### src/sss_pkg.sv
package sss_pkg;

    // ------------------------------------------------------------
    // timing
    // ------------------------------------------------------------
    localparam int CLK_PERIOD_NS = 10;
    // one timer unit is 0.1 s
    localparam int TICK_NS = 100_000_000;
    localparam int TICK_CYCLES = TICK_NS / CLK_PERIOD_NS;
    // pause between steps in the stop-intervention modes, in timer units
    localparam int GAP_TICKS = 1;

    // ------------------------------------------------------------
    // limits and codes
    // ------------------------------------------------------------
    // 400.00 Hz in 0.01 Hz units
    localparam logic [15:0] FREQ_MAX = 16'h9C40;
    // 6500.0 s in 0.1 s units
    localparam logic [15:0] TIMER_MAX = 16'hFDE8;
    localparam logic [2:0] RUN_MODE_INTERNAL = 3'h4;
    localparam logic [2:0] LAST_STEP = 3'h7;
    localparam logic [3:0] TIMER_IDX_BASE = 4'h8;

    // ------------------------------------------------------------
    // register map
    // ------------------------------------------------------------
    localparam logic [7:0] OFS_CTRL = 8'h00;
    localparam logic [7:0] OFS_DIR = 8'h04;
    localparam logic [7:0] OFS_RAMP = 8'h08;
    localparam logic [7:0] OFS_STATUS = 8'h0C;
    localparam logic [7:0] OFS_TIMER_NOW = 8'h10;
    // 0x40..0x5C frequencies, 0x60..0x7C timers
    localparam logic [1:0] TABLE_PAGE = 2'h1;
    localparam int CTRL_RUN_LSB = 0;
    localparam int CTRL_SEQ_LSB = 4;

    typedef enum logic [1:0] {
        SEQ_ONCE = 2'b00,
        SEQ_CYCLE = 2'b01,
        SEQ_ONCE_STOP = 2'b10,
        SEQ_CYCLE_STOP = 2'b11
    } sss_seq_mode_t;

    typedef enum logic [2:0] {
        S_IDLE = 3'b000,
        S_RDF = 3'b001,
        S_RDT = 3'b010,
        S_CHK = 3'b011,
        S_RUN = 3'b100,
        S_GAP = 3'b101
    } sss_state_t;

endpackage : sss_pkg

### src/sss_sequencer.sv
`timescale 1ns/100ps
module sss_sequencer #(
    parameter int TICK_CYCLES = sss_pkg::TICK_CYCLES,
    parameter int GAP_TICKS = sss_pkg::GAP_TICKS
) (
    input wire logic pclk,
    input wire logic presetn,
    input wire logic psel,
    input wire logic penable,
    input wire logic pwrite,
    input wire logic [7:0] paddr,
    input wire logic [31:0] pwdata,
    output logic [31:0] prdata,
    output logic pready,
    output logic pslverr,
    input wire logic run_cmd,
    input wire logic stop_cmd,
    input wire logic ext_fault,
    input wire logic estop,
    input wire logic ext_fwd_rev,
    output logic [15:0] out_freq,
    output logic out_reverse,
    output logic [1:0] out_ramp_sel,
    output logic out_run,
    output logic seq_active
);
    import sss_pkg::*;

    // ------------------------------------------------------------
    // helpers
    // ------------------------------------------------------------
    function automatic logic [1:0] ramp_of(input logic [15:0] w, input logic [2:0] s);
        ramp_of = w[{s, 1'b0} +: 2];
    endfunction : ramp_of

    function automatic logic [15:0] clamp16(input logic [31:0] v, input logic [15:0] lim);
        if (v[31:16] != 16'h0 || v[15:0] > lim) begin
            clamp16 = lim;
        end else begin
            clamp16 = v[15:0];
        end
    endfunction : clamp16

    // ------------------------------------------------------------
    // state
    // ------------------------------------------------------------
    sss_state_t st_r, st_nxt;
    logic [2:0] run_mode_r;
    logic [1:0] seq_mode_r;
    logic [7:0] dir_r;
    logic [15:0] ramp_r;
    logic [2:0] step_r, step_nxt;
    logic [15:0] timer_r, timer_nxt;
    logic [15:0] gap_r, gap_nxt;
    logic [15:0] freq_r, freq_nxt;
    logic used_r, used_nxt;
    logic norm_run_r, norm_run_nxt;
    logic [23:0] div_r;
    logic [4:0] sync1_r, sync2_r;
    logic run_d_r;
    logic [15:0] out_freq_nxt;
    logic [15:0] rdata_a, rdata_b;

    // ------------------------------------------------------------
    // pin synchronisers
    // ------------------------------------------------------------
    always_ff @(posedge pclk or negedge presetn) begin
        if (!presetn) begin
            sync1_r <= 5'h00;
            sync2_r <= 5'h00;
            run_d_r <= 1'b0;
        end else begin
            sync1_r <= {run_cmd, stop_cmd, ext_fault, estop, ext_fwd_rev};
            sync2_r <= sync1_r;
            run_d_r <= sync2_r[4];
        end
    end

    wire run_s = sync2_r[4];
    wire stop_any = sync2_r[3] | sync2_r[2] | sync2_r[1];
    wire fwd_rev_s = sync2_r[0];
    wire run_pulse = run_s & ~run_d_r;

    // ------------------------------------------------------------
    // apb decode
    // ------------------------------------------------------------
    wire acc = psel & penable;
    wire aligned = paddr[1:0] == 2'h0;
    wire sel_ctrl = paddr == OFS_CTRL;
    wire sel_dir = paddr == OFS_DIR;
    wire sel_ramp = paddr == OFS_RAMP;
    wire sel_stat = paddr == OFS_STATUS;
    wire sel_tnow = paddr == OFS_TIMER_NOW;
    wire sel_tab = (paddr[7:6] == TABLE_PAGE) & aligned;
    wire [3:0] tab_idx = paddr[5:2];
    wire mapped = sel_ctrl | sel_dir | sel_ramp | sel_stat | sel_tnow | sel_tab;
    wire mode_int = run_mode_r == RUN_MODE_INTERNAL;
    // a running cycle may not be retargeted from software
    wire cycling = mode_int & seq_mode_r[0] & (st_r != S_IDLE);
    wire ctrl_locked = sel_ctrl & cycling;
    wire bad_wr = pwrite & (sel_stat | sel_tnow | ctrl_locked);
    wire err = acc & (~mapped | bad_wr);
    wire wr_ok = acc & pwrite & ~err;
    wire [15:0] tab_lim = tab_idx[3] ? TIMER_MAX : FREQ_MAX;
    wire [15:0] tab_wdata = clamp16(pwdata, tab_lim);

    assign pready = 1'b1;
    assign pslverr = err;

    assign prdata = !psel ? 32'h0 :
        sel_ctrl ? {26'h0, seq_mode_r, 1'b0, run_mode_r} :
        sel_dir ? {24'h0, dir_r} :
        sel_ramp ? {16'h0, ramp_r} :
        sel_stat ? {27'h0, out_run, step_r, seq_active} :
        sel_tnow ? {16'h0, timer_r} :
        sel_tab ? {16'h0, rdata_a} : 32'h0;

    always_ff @(posedge pclk or negedge presetn) begin
        if (!presetn) begin
            run_mode_r <= 3'h0;
            seq_mode_r <= SEQ_ONCE;
            dir_r <= 8'h00;
            ramp_r <= 16'h0000;
        end else if (wr_ok) begin
            if (sel_ctrl) begin
                run_mode_r <= pwdata[CTRL_RUN_LSB +: 3];
                seq_mode_r <= pwdata[CTRL_SEQ_LSB +: 2];
            end
            if (sel_dir) begin
                dir_r <= pwdata[7:0];
            end
            if (sel_ramp) begin
                ramp_r <= pwdata[15:0];
            end
        end
    end

    // ------------------------------------------------------------
    // step tables: 0 main speed, 1..7 steps, 8..15 step timers
    // ------------------------------------------------------------
    // plain run reads the main speed entry, whatever step a stopped sequence left behind
    wire [3:0] seq_addr = !mode_int ? 4'h0 :
        (st_r == S_RDT) ? (TIMER_IDX_BASE | {1'b0, step_r}) : {1'b0, step_r};

    sss_table_mem #(
        .AW(4),
        .DW(16)
    ) u_tab (
        .clk(pclk),
        .rst_n(presetn),
        .we(wr_ok & sel_tab),
        .waddr(tab_idx),
        .wdata(tab_wdata),
        .raddr_a(tab_idx),
        .rdata_a(rdata_a),
        .raddr_b(seq_addr),
        .rdata_b(rdata_b)
    );

    // ------------------------------------------------------------
    // 0.1 s tick, restarted whenever a timed state is entered
    // ------------------------------------------------------------
    wire timed = (st_r == S_RUN) | (st_r == S_GAP);
    wire tick = timed & (div_r == 24'(TICK_CYCLES - 1));

    always_ff @(posedge pclk or negedge presetn) begin
        if (!presetn) begin
            div_r <= 24'h0;
        end else if (!timed || tick) begin
            div_r <= 24'h0;
        end else begin
            div_r <= div_r + 24'h1;
        end
    end

    // ------------------------------------------------------------
    // sequencer
    // ------------------------------------------------------------
    wire last = step_r == LAST_STEP;
    // a pass with no used step would spin forever, so it ends the run
    wire end_run = last & (~seq_mode_r[0] | ~used_r);
    wire expire = (st_r == S_RUN) & tick & (timer_r == 16'h1);

    always_comb begin
        st_nxt = st_r;
        step_nxt = step_r;
        timer_nxt = timer_r;
        gap_nxt = gap_r;
        freq_nxt = freq_r;
        used_nxt = used_r;
        if (!mode_int || stop_any) begin
            st_nxt = S_IDLE;
        end else begin
            case (st_r)
                S_IDLE: begin
                    if (run_pulse) begin
                        st_nxt = S_RDF;
                        step_nxt = 3'h0;
                        used_nxt = 1'b0;
                    end
                end
                S_RDF: begin
                    st_nxt = S_RDT;
                end
                S_RDT: begin
                    freq_nxt = rdata_b;
                    st_nxt = S_CHK;
                end
                S_CHK: begin
                    if (rdata_b == 16'h0) begin
                        step_nxt = step_r + 3'h1;
                        st_nxt = end_run ? S_IDLE : S_RDF;
                        used_nxt = last ? 1'b0 : used_r;
                    end else begin
                        timer_nxt = rdata_b;
                        used_nxt = 1'b1;
                        st_nxt = S_RUN;
                    end
                end
                S_RUN: begin
                    if (expire) begin
                        step_nxt = step_r + 3'h1;
                        used_nxt = last ? 1'b0 : used_r;
                        gap_nxt = 16'(GAP_TICKS);
                        if (end_run) begin
                            st_nxt = S_IDLE;
                        end else if (seq_mode_r[1]) begin
                            st_nxt = S_GAP;
                        end else begin
                            st_nxt = S_RDF;
                        end
                    end else if (tick) begin
                        timer_nxt = timer_r - 16'h1;
                    end
                end
                S_GAP: begin
                    if (tick) begin
                        if (gap_r <= 16'h1) begin
                            st_nxt = S_RDF;
                        end else begin
                            gap_nxt = gap_r - 16'h1;
                        end
                    end
                end
                default: begin
                    st_nxt = S_IDLE;
                end
            endcase
        end
    end

    // outside the internal mode the main speed runs on plain run/stop
    assign norm_run_nxt = mode_int ? 1'b0 : stop_any ? 1'b0 : run_pulse ? 1'b1 : norm_run_r;
    wire run_nxt = mode_int ? (st_nxt == S_RUN) : norm_run_nxt;
    assign out_freq_nxt = !run_nxt ? 16'h0 : mode_int ? freq_nxt : rdata_b;
    // external direction only counts outside the internal mode
    wire rev_nxt = mode_int ? dir_r[step_nxt] : fwd_rev_s;
    wire [1:0] ramp_nxt = mode_int ? ramp_of(ramp_r, step_nxt) : 2'h0;

    always_ff @(posedge pclk or negedge presetn) begin
        if (!presetn) begin
            st_r <= S_IDLE;
            step_r <= 3'h0;
            timer_r <= 16'h0;
            gap_r <= 16'h0;
            freq_r <= 16'h0;
            used_r <= 1'b0;
            norm_run_r <= 1'b0;
        end else begin
            st_r <= st_nxt;
            step_r <= step_nxt;
            timer_r <= timer_nxt;
            gap_r <= gap_nxt;
            freq_r <= freq_nxt;
            used_r <= used_nxt;
            norm_run_r <= norm_run_nxt;
        end
    end

    always_ff @(posedge pclk or negedge presetn) begin
        if (!presetn) begin
            out_run <= 1'b0;
            out_freq <= 16'h0;
            out_reverse <= 1'b0;
            out_ramp_sel <= 2'h0;
        end else begin
            out_run <= run_nxt;
            out_freq <= out_freq_nxt;
            out_reverse <= rev_nxt;
            out_ramp_sel <= ramp_nxt;
        end
    end

    assign seq_active = st_r != S_IDLE;
endmodule : sss_sequencer

### src/sss_table_mem.sv
`timescale 1ns/100ps
module sss_table_mem #(
    parameter int AW = 4,
    parameter int DW = 16
) (
    input wire logic clk,
    input wire logic rst_n,
    input wire logic we,
    input wire logic [AW-1:0] waddr,
    input wire logic [DW-1:0] wdata,
    input wire logic [AW-1:0] raddr_a,
    output logic [DW-1:0] rdata_a,
    input wire logic [AW-1:0] raddr_b,
    output logic [DW-1:0] rdata_b
);

    logic [DW-1:0] mem_r [2**AW];

    always_ff @(posedge clk or negedge rst_n) begin
        if (!rst_n) begin
            for (int i = 0; i < 2**AW; i++) begin
                mem_r[i] <= '0;
            end
            rdata_a <= '0;
            rdata_b <= '0;
        end else begin
            if (we) begin
                mem_r[waddr] <= wdata;
            end
            rdata_a <= mem_r[raddr_a];
            rdata_b <= mem_r[raddr_b];
        end
    end

endmodule : sss_table_mem

### config.mk
export PLATFORM = sky130hd
export DESIGN_NAME = sss_sequencer
export DESIGN_NICKNAME = d
export VERILOG_FILES = /design/src/sss_pkg.sv /design/src/sss_sequencer.sv /design/src/sss_table_mem.sv
export SDC_FILE = /design/constraint.sdc
export NUM_CORES = 1
export LEC_CHECK = 0
export BUFFER_PORTS_ARGS = -buffer_cell sky130_fd_sc_hd__buf_2
export CAP_MARGIN = 20
export CELL_PAD_IN_SITES_DETAIL_PLACEMENT = 1
export CELL_PAD_IN_SITES_GLOBAL_PLACEMENT = 1
export CORE_ASPECT_RATIO = 0.8
export CORE_MARGIN = 4
export CORE_UTILIZATION = 45
export DETAILED_ROUTE_END_ITERATION = 8
export GPL_TIMING_DRIVEN = 0
export PLACE_DENSITY_LB_ADDON = 0.1
export SLEW_MARGIN = 25
export SYNTH_ARGS = -nofsm -noshare
export SYNTH_HDL_FRONTEND = slang
export SYNTH_HIERARCHICAL = 1
export SYNTH_SLANG_ARGS = --single-unit
### constraint.sdc
create_clock -name pclk -period 5.55 [get_ports pclk]
set_input_delay 0.8325 -clock pclk [delete_from_list [all_inputs] [get_ports pclk]]
set_output_delay 0.8325 -clock pclk [all_outputs]
set_load 0.01 [all_outputs]
==> flow_metrics.tcl, run 1 <==
set metrics [dict create \
    status "completed" \
    nNetsFinal 1880 \
    timing.rr.end "u_tab/rdata_b[0]$_DFF_PN0_" \
    setup-violations-final 0 \
    place_inst 2399 \
    grt_overflow 0 \
    finalHoldViolations 0 \
    p_per_area_mw_per_mm2 261.3 \
    clk_path_buf_depth 3 \
    grt_pass1_wl_mm 103.3 \
    clock_skew_ns 0.02707 \
    relSlewSlack 0.2702 \
    setup_tns_ns 0 \
    design.die.area_mm2 0.05237 \
    cts.sinks 428 \
    post-route-period-util 0.7993 \
    yosysSeqAreaShare 0.4882 \
    synth_commonest_cells "dfrtp_1 (428), mux2_2 (273), mux4_2 (128)" \
    tightest_slew_ns 1.095 \
    grt_max_degree 90 \
    period_needed_ns 4.436 \
    yosysTopAreaCellShare 0.4882 \
    arrival_ns 4.86 \
    r2r_start "run_mode_r[0]$_DFFE_PN0P_" \
    dp_hpwl_mm 50.27 \
    ff2ff_path_depth 8 \
    path_class "reg -> reg" \
    synthToLayoutAreaGrowth_pct 13.32 \
    maxCapViolCount 0 \
    cts_buffers 45 \
    drtAntennaViolNets 0 \
    htree_levels 2 \
    wl_mm 68.24 \
    rows 72 \
    clk_pin_slew_worst_paths_ns 0.06 \
    rsz0062_at_grt "no" \
    insertion_delay_ns 0.60 \
    endpoint_kind "flip-flop" \
    post-route-util 0.5148 \
    cp-start-kind "flip-flop" \
    synth-edff-count 0 \
    cts_resized 0 \
    core_mm2 0.04829 \
    synth_most_common_cell "dfrtp_1" \
    total_power_mw 6.496 \
    place_congestion 0.8719 \
    grt_pass1_vias 16010 \
    final_max_slew_viol_count 0 \
    top_level_ports 105 \
    dieHeight_um 205.5 \
    placed_cell_area_mm2 0.02337 \
    synth_top_area_cell "dfrtp_1" \
    synth_area_leaders "dfrtp_1 (49%), mux2_2 (14%), mux4_2 (13%), a22oi_1 (2.4%), nand2_1 (1.8%)" \
    drc_errors 0 \
    synthArstFlopShare 1.000 \
    drt_iter0_drc 1137 \
    num_vias 15160 \
    antenna_cells 0 \
    r2r_setup_slack_ns 1.11 \
    hold_path_class "in -> async" \
    fin_ws_ns 1.114 \
    cp_max_fo 10 \
    cts_root_buffer "clkbuf_16" \
    post_synth.cell_area_avg_um2 13.18 \
    layout-drive-gt1-share 0.3736 \
    die_w_um 254.9 \
    holdBufCountCts 0 \
    vdd_drop_max_mv 0.2069 \
    cts_tree "done" \
    antenna_found_initial 0 \
    initial_utilization 0.4543 \
    routed_via_density 6.124 \
    wl_per_cell_um 27.56 \
    synth_seq_cells 428 \
    synthCells 1664 \
    ys.flop_type "dfrtp_1" \
    required_ns 5.97 \
    max_freq_mhz 225.4 \
    final_cells 2476 \
    place.port_buffers 86 \
    post-route-cell-area_mm2 0.02486 \
    yosys_warnings 6 \
    holdWs_ns 0.1508 \
    grt_usage 0.2629 \
    crit_start "run_mode_r[0]$_DFFE_PN0P_" \
    postCtsSetupRepairBufs 0 \
    dr.pass1.iters 6 \
    leakage_nw 11.66 \
    ys_types 77 \
    pre_cts_ws_ns 0.8296 \
    syn_area_mm2 0.02194 \
]
## flip-flops by register name, indices dropped and copies added, names as in the netlist, 3 cells and up
name and cells:
dir_r 8, div_r 24, freq_r 16, gap_r 16, out_freq 16, ramp_r 16, run_mode_r 3, st_r 3
step_r 3, sync1_r 5, sync2_r 5, timer_r 16, u_tab/mem_r 256, u_tab/rdata_a 16, u_tab/rdata_b 16
## worst max path at each step
stage	to	slack, ns	cells past startpoint
after floorplan	u_tab/mem_r[197]$_DFFE_PN0P_	2.01	12
after global placement	div_r[12]$_DFF_PN0_	-5.23	1
after detailed placement	u_tab/mem_r[45]$_DFFE_PN0P_	0.83	12
after CTS	u_tab/rdata_b[14]$_DFF_PN0_	1.09	8
after global routing	u_tab/rdata_b[9]$_DFF_PN0_	1.05	8
final	u_tab/rdata_b[0]$_DFF_PN0_	1.11	8
## layer usage
metal	global-route usage	wire, µm	vias to the layer above
met1	0.3928	31530	8198
met5	0	0	-
met2	0.4014	30920	416
met3	0.05181	4460	83
li1	-	-	6465
met4	0.05902	1327	0
## where the power goes
group	internal, mW	switching [mW]	total (mW)	leakage, nW
logic	0.0738	0.184	0.258	4.97
registers	3.13	0.00476	3.13	5.95
clock network	1.82	1.29	3.11	0.742
## worst max-delay path, cell delays in order (launching register included)
cell and delay (ns):
dfrtp_1 0.41, nor3b_1 0.75, clkbuf_1 0.47, and2_1 0.21
clkbuf_1 0.72, clkbuf_1 0.88, mux4_2 0.41, a22oi_1 0.22
nand2_1 0.17
## layout make-up
cell class                      count  area (µm²)
Inverter                           20       75.07
Timing Repair Buffer               91       578.1
Fill cell                        4910       23430
Multi-Input combinational cell   1095       10520
Clock buffer                       62        1300
Clock inverter                     15       186.4
Tap cell                          629       787.0
Sequential cell                   428       10710
Buffer                            136       701.9
## kinds of logic after synthesis
kind of cell             after synthesis  synth area share
AND/OR/NAND/NOR                      366           0.08755
buffers and inverters                156           0.03531
multiplexers                         451            0.2999
flip-flops                           428            0.4882
adder cells (fa/ha/maj)               13          0.007415
XOR/XNOR                              30           0.01198
AO/OA/AOI/OAI                        218           0.06924
other                                  2         0.0003423
## cell usage in the layout, fill, tap and decap left out, drive strengths merged, types with 3 or more instances in the layout
master,synthesis,final
dfrtp,428,428
mux2,305,305
buf,67,158
clkbuf,69,131
mux4,128,128
nand2,109,109
nor2,103,103
a22oi,70,70
a21oi,49,49
o21ai,40,40
inv,20,22
xor2,20,20
nor3,20,20
mux2i,18,18
nand2b,17,17
conb,2,17
nand3,16,16
nor4,16,16
and2,14,14
or3,13,13
ha,13,13
and3,11,11
a222oi,11,11
xnor2,10,10
clkinv,0,9
nand3b,9,9
nand4,8,8
nor2b,7,7
a21o,7,7
a221oi,7,7
a211oi,7,7
or4,6,6
bufinv,0,4
o211ai,4,4
nor4b,4,4
or2,4,4
o22ai,3,3
nor3b,3,3
Power figures use the tool's default switching activity.
==> run 2: changes to the inputs <==
--- a/config.mk
+++ b/config.mk
@@ -5,13 +5,14 @@
 export SDC_FILE = /design/constraint.sdc
 export NUM_CORES = 1
 export LEC_CHECK = 0
+export ABC_AREA = 1
 export BUFFER_PORTS_ARGS = -buffer_cell sky130_fd_sc_hd__buf_2
 export CAP_MARGIN = 20
 export CELL_PAD_IN_SITES_DETAIL_PLACEMENT = 1
 export CELL_PAD_IN_SITES_GLOBAL_PLACEMENT = 1
 export CORE_ASPECT_RATIO = 0.8
 export CORE_MARGIN = 4
-export CORE_UTILIZATION = 45
+export CORE_UTILIZATION = 41
 export DETAILED_ROUTE_END_ITERATION = 8
 export GPL_TIMING_DRIVEN = 0
 export PLACE_DENSITY_LB_ADDON = 0.1
==> constraint.sdc (replaced) <==
create_clock -name pclk -period 3.7 [get_ports pclk]
set_input_delay 0.555 -clock pclk [delete_from_list [all_inputs] [get_ports pclk]]
set_output_delay 0.555 -clock pclk [all_outputs]
set_load 0.01 [all_outputs]
==> run 2 against run 1 <==
Sequential share of layout area down 4.0 points. Cell count up 74%. Wire length up 75%. Clock skew up 0.0016 ns. Register-to-register slack worse by 1.1 ns. Fmax up 20%. Combinational power rose to 2.7 times the previous value. Core utilization down 4.3 points. Critical path type unchanged. Largest power group is now clock.
==> flow_metrics.tcl, run 2 <==
set metrics [dict create \
    ys.flop_type "dfrtp_1" \
    initial_utilization 0.4136 \
    cts_tree "done" \
    post_synth.cell_area_avg_um2 7.170 \
    final_max_slew_viol_count 0 \
    ff2ff_path_depth 11 \
    cp_slowest_cell "nor3_4" \
    yosys_warnings 6 \
    fin_ws_ns 0.01691 \
    yosysTopAreaCellShare 0.4463 \
    p_clk_frac 0.485 \
    hold_path_class "in -> reg" \
    endpoint_kind "flip-flop" \
    grt_pass1_vias 25150 \
    top_level_ports 105 \
    finalHoldViolations 0 \
    cts.sinks 428 \
    synth_commonest_cells "nand2_1 (1,020), nand3_1 (496), dfrtp_1 (428)" \
    n_fill_cell 7408 \
    vdd_drop_max_mv 0.3291 \
    final_common_cell "nand2_1" \
    cp_max_fo 10 \
    core_mm2 0.05802 \
    htree_levels 2 \
    nNetsFinal 3573 \
    dp_hpwl_mm 90.72 \
    sw_frac_of_total 0.2524 \
    synthToLayoutAreaGrowth_pct 14.13 \
    synth_most_common_cell "nand2_1" \
    required_ns 4.16 \
    synthArstFlopShare 1.000 \
    drtAntennaViolNets 0 \
    antenna_cells 0 \
    post-route-period-util 0.9954 \
    num_vias 25030 \
    final_cells 4317 \
    p_int_mw 7.878 \
    tightest_slew_ns 0.9949 \
    clk_path_buf_depth 3 \
    drt_iter0_drc 2688 \
    top_regs "u_tab/mem_r (256), div_r (24)" \
    grt_pass1_wl_mm 171.8 \
    synth_area_leaders "dfrtp_1 (45%), nand2_1 (16%), nand3_1 (10%), o21ai_0 (6.8%), inv_1 (6.7%)" \
    cts_buffers 47 \
    place.port_buffers 87 \
    grt_usage 0.3732 \
    syn_area_mm2 0.02400 \
    leakage_nw 13.51 \
    combinationalPowerShare 0.067 \
    maxCapViolCount 0 \
    arrival_ns 4.14 \
    drc_errors 0 \
    cts_root_buffer "clkbuf_16" \
    holdPathStages 1 \
    wl_per_cell_um 27.60 \
    pre_cts_ws_ns -1.068 \
    crit_path_frequent_cell "nand3_1" \
    path_class "reg -> reg" \
    relSlewSlack 0.3367 \
    place_inst 4226 \
    synth_seq_cells 428 \
    dr.pass1.iters 6 \
    grt_overflow 0 \
    place_congestion 1.039 \
    setup-violations-final 0 \
    yosysSeqAreaShare 0.4463 \
    dieHeight_um 224.4 \
    rows 79 \
    wl_mm 119.2 \
    clk_pin_slew_worst_paths_ns 0.06 \
    synth-edff-count 0 \
    period_needed_ns 3.683 \
    cp-start-kind "flip-flop" \
    p_per_area_mw_per_mm2 384.7 \
    clock_skew_ns 0.02865 \
    antenna_found_initial 7 \
    crit_chain "nor3_4 -> inv_2 -> clkbuf_1 -> nor2_2 -> buf_2 -> buf_2 -> nand2_1 -> nand3_1 -> nand3_1 -> nand3_1 -> nand2_1" \
    largest_register_ffs 256 \
    cpPeakStageDelay_ns 0.48 \
    routed_via_density 5.798 \
    top_register "u_tab/mem_r" \
    ys_types 52 \
    mostFrequentLayoutCells "nand2_1 (1,020), nand3_1 (496), dfrtp_1 (428)" \
    switchingPower_mw 2.660 \
    design.die.area_mm2 0.06249 \
    p_seq_frac 0.449 \
    die_w_um 278.5 \
    synthCells 3347 \
    insertion_delay_ns 0.61 \
    grt_max_degree 99 \
    layout-drive-gt1-share 0.1130 \
    synth_top_area_cell "dfrtp_1" \
    status "completed" \
    max_freq_mhz 271.5 \
]
## run 2: cell count changes after synthesis, moves of 22 or more
cell	change
nand2_1	+912
nand3_1	+481
inv_1	+407
o21ai_0	+287
mux2_2	-273
mux4_2	-128
buf_2	+69
a22oi_1	-55
nor2_1	+28
o21ai_1	+27
mux2_4	-22
## run 2: repair_timing
item / CTS / global route
endpoints found under the setup margin: 51 / 142
hold endpoints to repair: 31 / 0
buffers inserted: 0 / 3
hold buffers: 1 / 0
resized for setup: 8 / 36
## run 2: final cells by class
class | instances | area, µm² | share of cell area
Clock buffer | 66 | 1358 | 0.04957
Sequential cell | 428 | 10710 | 0.3910
Inverter | 439 | 1652 | 0.06030
Tap cell | 769 | 962.2 | 0.03513
Clock inverter | 21 | 309.0 | 0.01128
Timing Repair Buffer | 99 | 641.9 | 0.02344
Buffer | 215 | 1085 | 0.03961
Multi-Input combinational cell | 2280 | 10670 | 0.3896
## run 2: cells by family (layout without fill, tap and decap cells)
logic type	after synthesis	count (layout)	synth area share
AND/OR/NAND/NOR	1745	1745	0.3158
XOR/XNOR	20	20	0.007299
buffers and inverters	654	840	0.1128
other	2	17	0.0003129
AO/OA/AOI/OAI	485	485	0.1106
adder cells (fa/ha/maj)	13	13	0.006778
flip-flops	428	428	0.4463
## run 2: worst max-delay path, delay by kind of cell (launching register included)
| kind | cells | cell delay, ns |
|---|---|---|
| flip-flops | 1 | 0.44 |
| AND/OR/NAND/NOR | 7 | 1.73 |
| buffers and inverters | 4 | 1.36 |
## run 2: path summary, 6_finish.rpt
kind	to	slack [ns]	startpoint
worst max-delay path	u_tab/rdata_b[3]$_DFF_PN0_	0.02	run_mode_r[0]$_DFFE_PN0P_
worst min-delay path	sync1_r[2]$_DFF_PN0_	0.05	ext_fault
worst max register to register	u_tab/rdata_b[3]$_DFF_PN0_	0.02	run_mode_r[0]$_DFFE_PN0P_
worst min register to register	sync2_r[0]$_DFF_PN0_	0.35	sync1_r[0]$_DFF_PN0_
max in group asynchronous	div_r[22]$_DFF_PN0_	1.72	presetn
min in group asynchronous	u_tab/mem_r[30]$_DFFE_PN0P_	0.43	presetn
## run 2: power groups by stage
stage,clock network [mW],registers [mW],logic (mW)
after floorplan,0,4.81,0.280
after global placement,0,4.81,0.629
after detailed placement,0,4.81,0.669
after CTS,5.17,4.73,0.673
after global routing,5.40,4.73,0.740
final,5.11,4.73,0.705
## run 2: metrics by stage
step | hold WS, ns | setup TNS (ns) | cell area [µm²] | power (mW) | util
after floorplan | 0.2594 | 0 | 24050 | 5.088 | -
after global placement | 0.3336 | -2838.63 | 25450 | 5.442 | 0.4387
after detailed placement | 0.3418 | -99.91 | 25640 | 5.481 | 0.4419
after CTS | 0.02565 | 0 | 27330 | 10.57 | 0.4710
after global routing | 0.03153 | -0.07664 | 27390 | 10.86 | 0.4720
final | 0.05026 | 0 | 27390 | 10.54 | 0.4720
## run 2: routing by layer
layer	wire length, µm	vias up	track usage
li1	-	11020	-
met4	5247	8	0.1389
met2	50450	1165	0.5568
met1	51320	12600	0.5189
met5	47	-	0
met3	12110	238	0.1070
==> run 3: changes to the inputs <==
--- a/config.mk
+++ b/config.mk
@@ -12,10 +12,10 @@
 export CELL_PAD_IN_SITES_GLOBAL_PLACEMENT = 1
 export CORE_ASPECT_RATIO = 0.8
 export CORE_MARGIN = 4
-export CORE_UTILIZATION = 41
+export CORE_UTILIZATION = 45
 export DETAILED_ROUTE_END_ITERATION = 8
 export GPL_TIMING_DRIVEN = 0
-export PLACE_DENSITY_LB_ADDON = 0.1
+export PLACE_DENSITY = 0.89
 export SLEW_MARGIN = 25
 export SYNTH_ARGS = -nofsm -noshare
 export SYNTH_HDL_FRONTEND = slang
==> constraint.sdc (replaced) <==
create_clock -name pclk -period 4.5 [get_ports pclk]
set_input_delay 0.675 -clock pclk [delete_from_list [all_inputs] [get_ports pclk]]
set_output_delay 0.675 -clock pclk [all_outputs]
set_load 0.01 [all_outputs]
==> run 3 against run 2 <==
Highest routed layer unchanged. Power decreased by 16%. Non-clock buffer count decreased by 7. Clock skew decreased by 0.0061 ns. Combinational power decreased by 21%.
==> flow_metrics.tcl, run 3 (synthesized netlist as in run 2, its figures left out) <==
set metrics [dict create \
    top_register "u_tab/mem_r" \
    cp_slowest_cell "clkbuf_1" \
    holdBufCountCts 0 \
    htree_levels 2 \
    crit_buf_inv 6 \
    arrival_ns 4.45 \
    n_fill_cell 6825 \
    place.port_buffers 87 \
    place_congestion 1.075 \
    timing.rr.end "u_tab/rdata_b[5]$_DFF_PN0_" \
    cts_tree "done" \
    crit_chain "inv_1 -> nor3_4 -> inv_2 -> clkbuf_1 -> nor2_1 -> clkbuf_1 -> inv_1 -> clkbuf_1 -> nand3_1 -> nand3_1 -> nand2_1" \
    cts_root_buffer "clkbuf_16" \
    p_seq_frac 0.442 \
    tightest_slew_ns 1.183 \
    final_max_slew_viol_count 0 \
    initial_utilization 0.4567 \
    grt_overflow 0 \
    cpPeakStageDelay_ns 0.85 \
    crit_path_frequent_cell "clkbuf_1" \
    cts.sinks 428 \
    rsz0062_at_grt "no" \
    grt_usage 0.3909 \
    total_power_mw 8.801 \
    insertion_delay_ns 0.60 \
    switchingPower_mw 2.135 \
    endpoint_kind "flip-flop" \
    setup_tns_ns 0 \
    place_inst 4147 \
    max_freq_mhz 249.7 \
    nNetsFinal 3565 \
    drt_iter0_drc 3302 \
    grt_pass1_vias 25520 \
    setup-violations-final 0 \
    cp-start-kind "flip-flop" \
    finalHoldViolations 0 \
    design.die.area_mm2 0.05711 \
    die_w_um 266.2 \
    dieHeight_um 214.6 \
    dp_hpwl_mm 84.09 \
    vdd_drop_max_mv 0.2795 \
    top_regs "u_tab/mem_r (256), div_r (24)" \
    r2r_start "run_mode_r[2]$_DFFE_PN0P_" \
    hold_path_class "in -> async" \
    required_ns 4.95 \
    p_int_mw 6.666 \
    mostFrequentLayoutCells "nand2_1 (1,020), nand3_1 (496), dfrtp_1 (428)" \
    rows 75 \
    r2r_setup_slack_ns 0.50 \
    largest_register_ffs 256 \
    relSlewSlack 0.2116 \
    antenna_found_initial 6 \
    synthToLayoutAreaGrowth_pct 13.43 \
    dr.pass1.iters 5 \
    layout-drive-gt1-share 0.1013 \
    final_common_cell "nand2_1" \
    wl_per_cell_um 26.95 \
    p_clk_frac 0.495 \
    cts_resized 0 \
    holdWs_ns 0.005364 \
    leakage_nw 13.44 \
    path_depth 11 \
    clk_pin_slew_worst_paths_ns 0.07 \
    post-route-period-util 0.8900 \
    wl_mm 114.0 \
    postCtsSetupRepairBufs 0 \
    crit_family "buffers and inverters" \
    path_class "reg -> reg" \
    p_per_area_mw_per_mm2 323.3 \
    status "completed" \
    routed_via_density 6.049 \
    num_vias 25590 \
    core_mm2 0.05255 \
    maxCapViolCount 0 \
    drtAntennaViolNets 0 \
    cp_max_fo 10 \
    top_level_ports 105 \
    grt_max_degree 90 \
    post-route-util 0.5180 \
    final_cells 4230 \
    drc_errors 0 \
    clk_path_buf_depth 3 \
    period_needed_ns 4.005 \
    sw_frac_of_total 0.2426 \
    combinationalPowerShare 0.063 \
    ff2ff_path_depth 11 \
    cts_buffers 46 \
    grt_pass1_wl_mm 167.1 \
    clock_skew_ns 0.02256 \
]
[run 3: power by group through the flow]
stage,registers (mW),logic [mW],clock network (mW)
2_1_floorplan,3.95,0.230,0
3_3_place_gp,3.96,0.501,0
3_5_place_dp,3.96,0.526,0
4_1_cts,3.89,0.532,4.39
5_1_grt,3.89,0.584,4.58
6_report,3.89,0.557,4.36
[run 3: metrics by stage]
stage | instance area, µm² | setup WS, ns
finish | 27220 | 0.4951
detailed placement | 25500 | 0.1674
global route | 27210 | 0.4242
floorplan | 24050 | 1.720
global placement | 25360 | -5.909
CTS | 27210 | 0.6562
[run 3: worst max path at each step]
stage | end | slack, ns | start
3_3_place_gp | sync2_r[1]$_DFF_PN0_ | -5.91 | presetn
4_1_cts | u_tab/mem_r[183]$_DFFE_PN0P_ | 0.66 | paddr[5]
6_report | u_tab/rdata_b[5]$_DFF_PN0_ | 0.50 | run_mode_r[2]$_DFFE_PN0P_
3_5_place_dp | u_tab/mem_r[78]$_DFFE_PN0P_ | 0.17 | paddr[5]
2_1_floorplan | prdata[3] | 1.72 | paddr[0]
5_1_grt | u_tab/mem_r[231]$_DFFE_PN0P_ | 0.42 | paddr[5]
[run 3: final cells by class]
| type | instances | area, µm² | area share |
|---|---|---|---|
| sequential | 428 | 10710 | 0.3935 |
| multi-input combinational | 2280 | 10640 | 0.3908 |
| inverter | 439 | 1648 | 0.06054 |
| clock buffer | 57 | 1242 | 0.04564 |
| buffer | 215 | 1061 | 0.03898 |
| tap | 693 | 867.1 | 0.03185 |
| timing repair buffer | 92 | 583.1 | 0.02142 |
| clock inverter | 24 | 466.7 | 0.01715 |
| antenna | 2 | 5.005 | 0.0001839 |
[run 3: routing by layer]
| metal | GRT usage | routed length, µm | part of all wire | vias up |
|---|---|---|---|---|
| li1 | - | - | - | 11000 |
| met1 | 0.5483 | 46640 | 0.41 | 12740 |
| met2 | 0.5594 | 46970 | 0.41 | 1528 |
| met3 | 0.1382 | 15360 | 0.13 | 304 |
| met4 | 0.1397 | 4856 | 0.043 | 10 |
| met5 | 0 | 158 | 0.0014 | - |
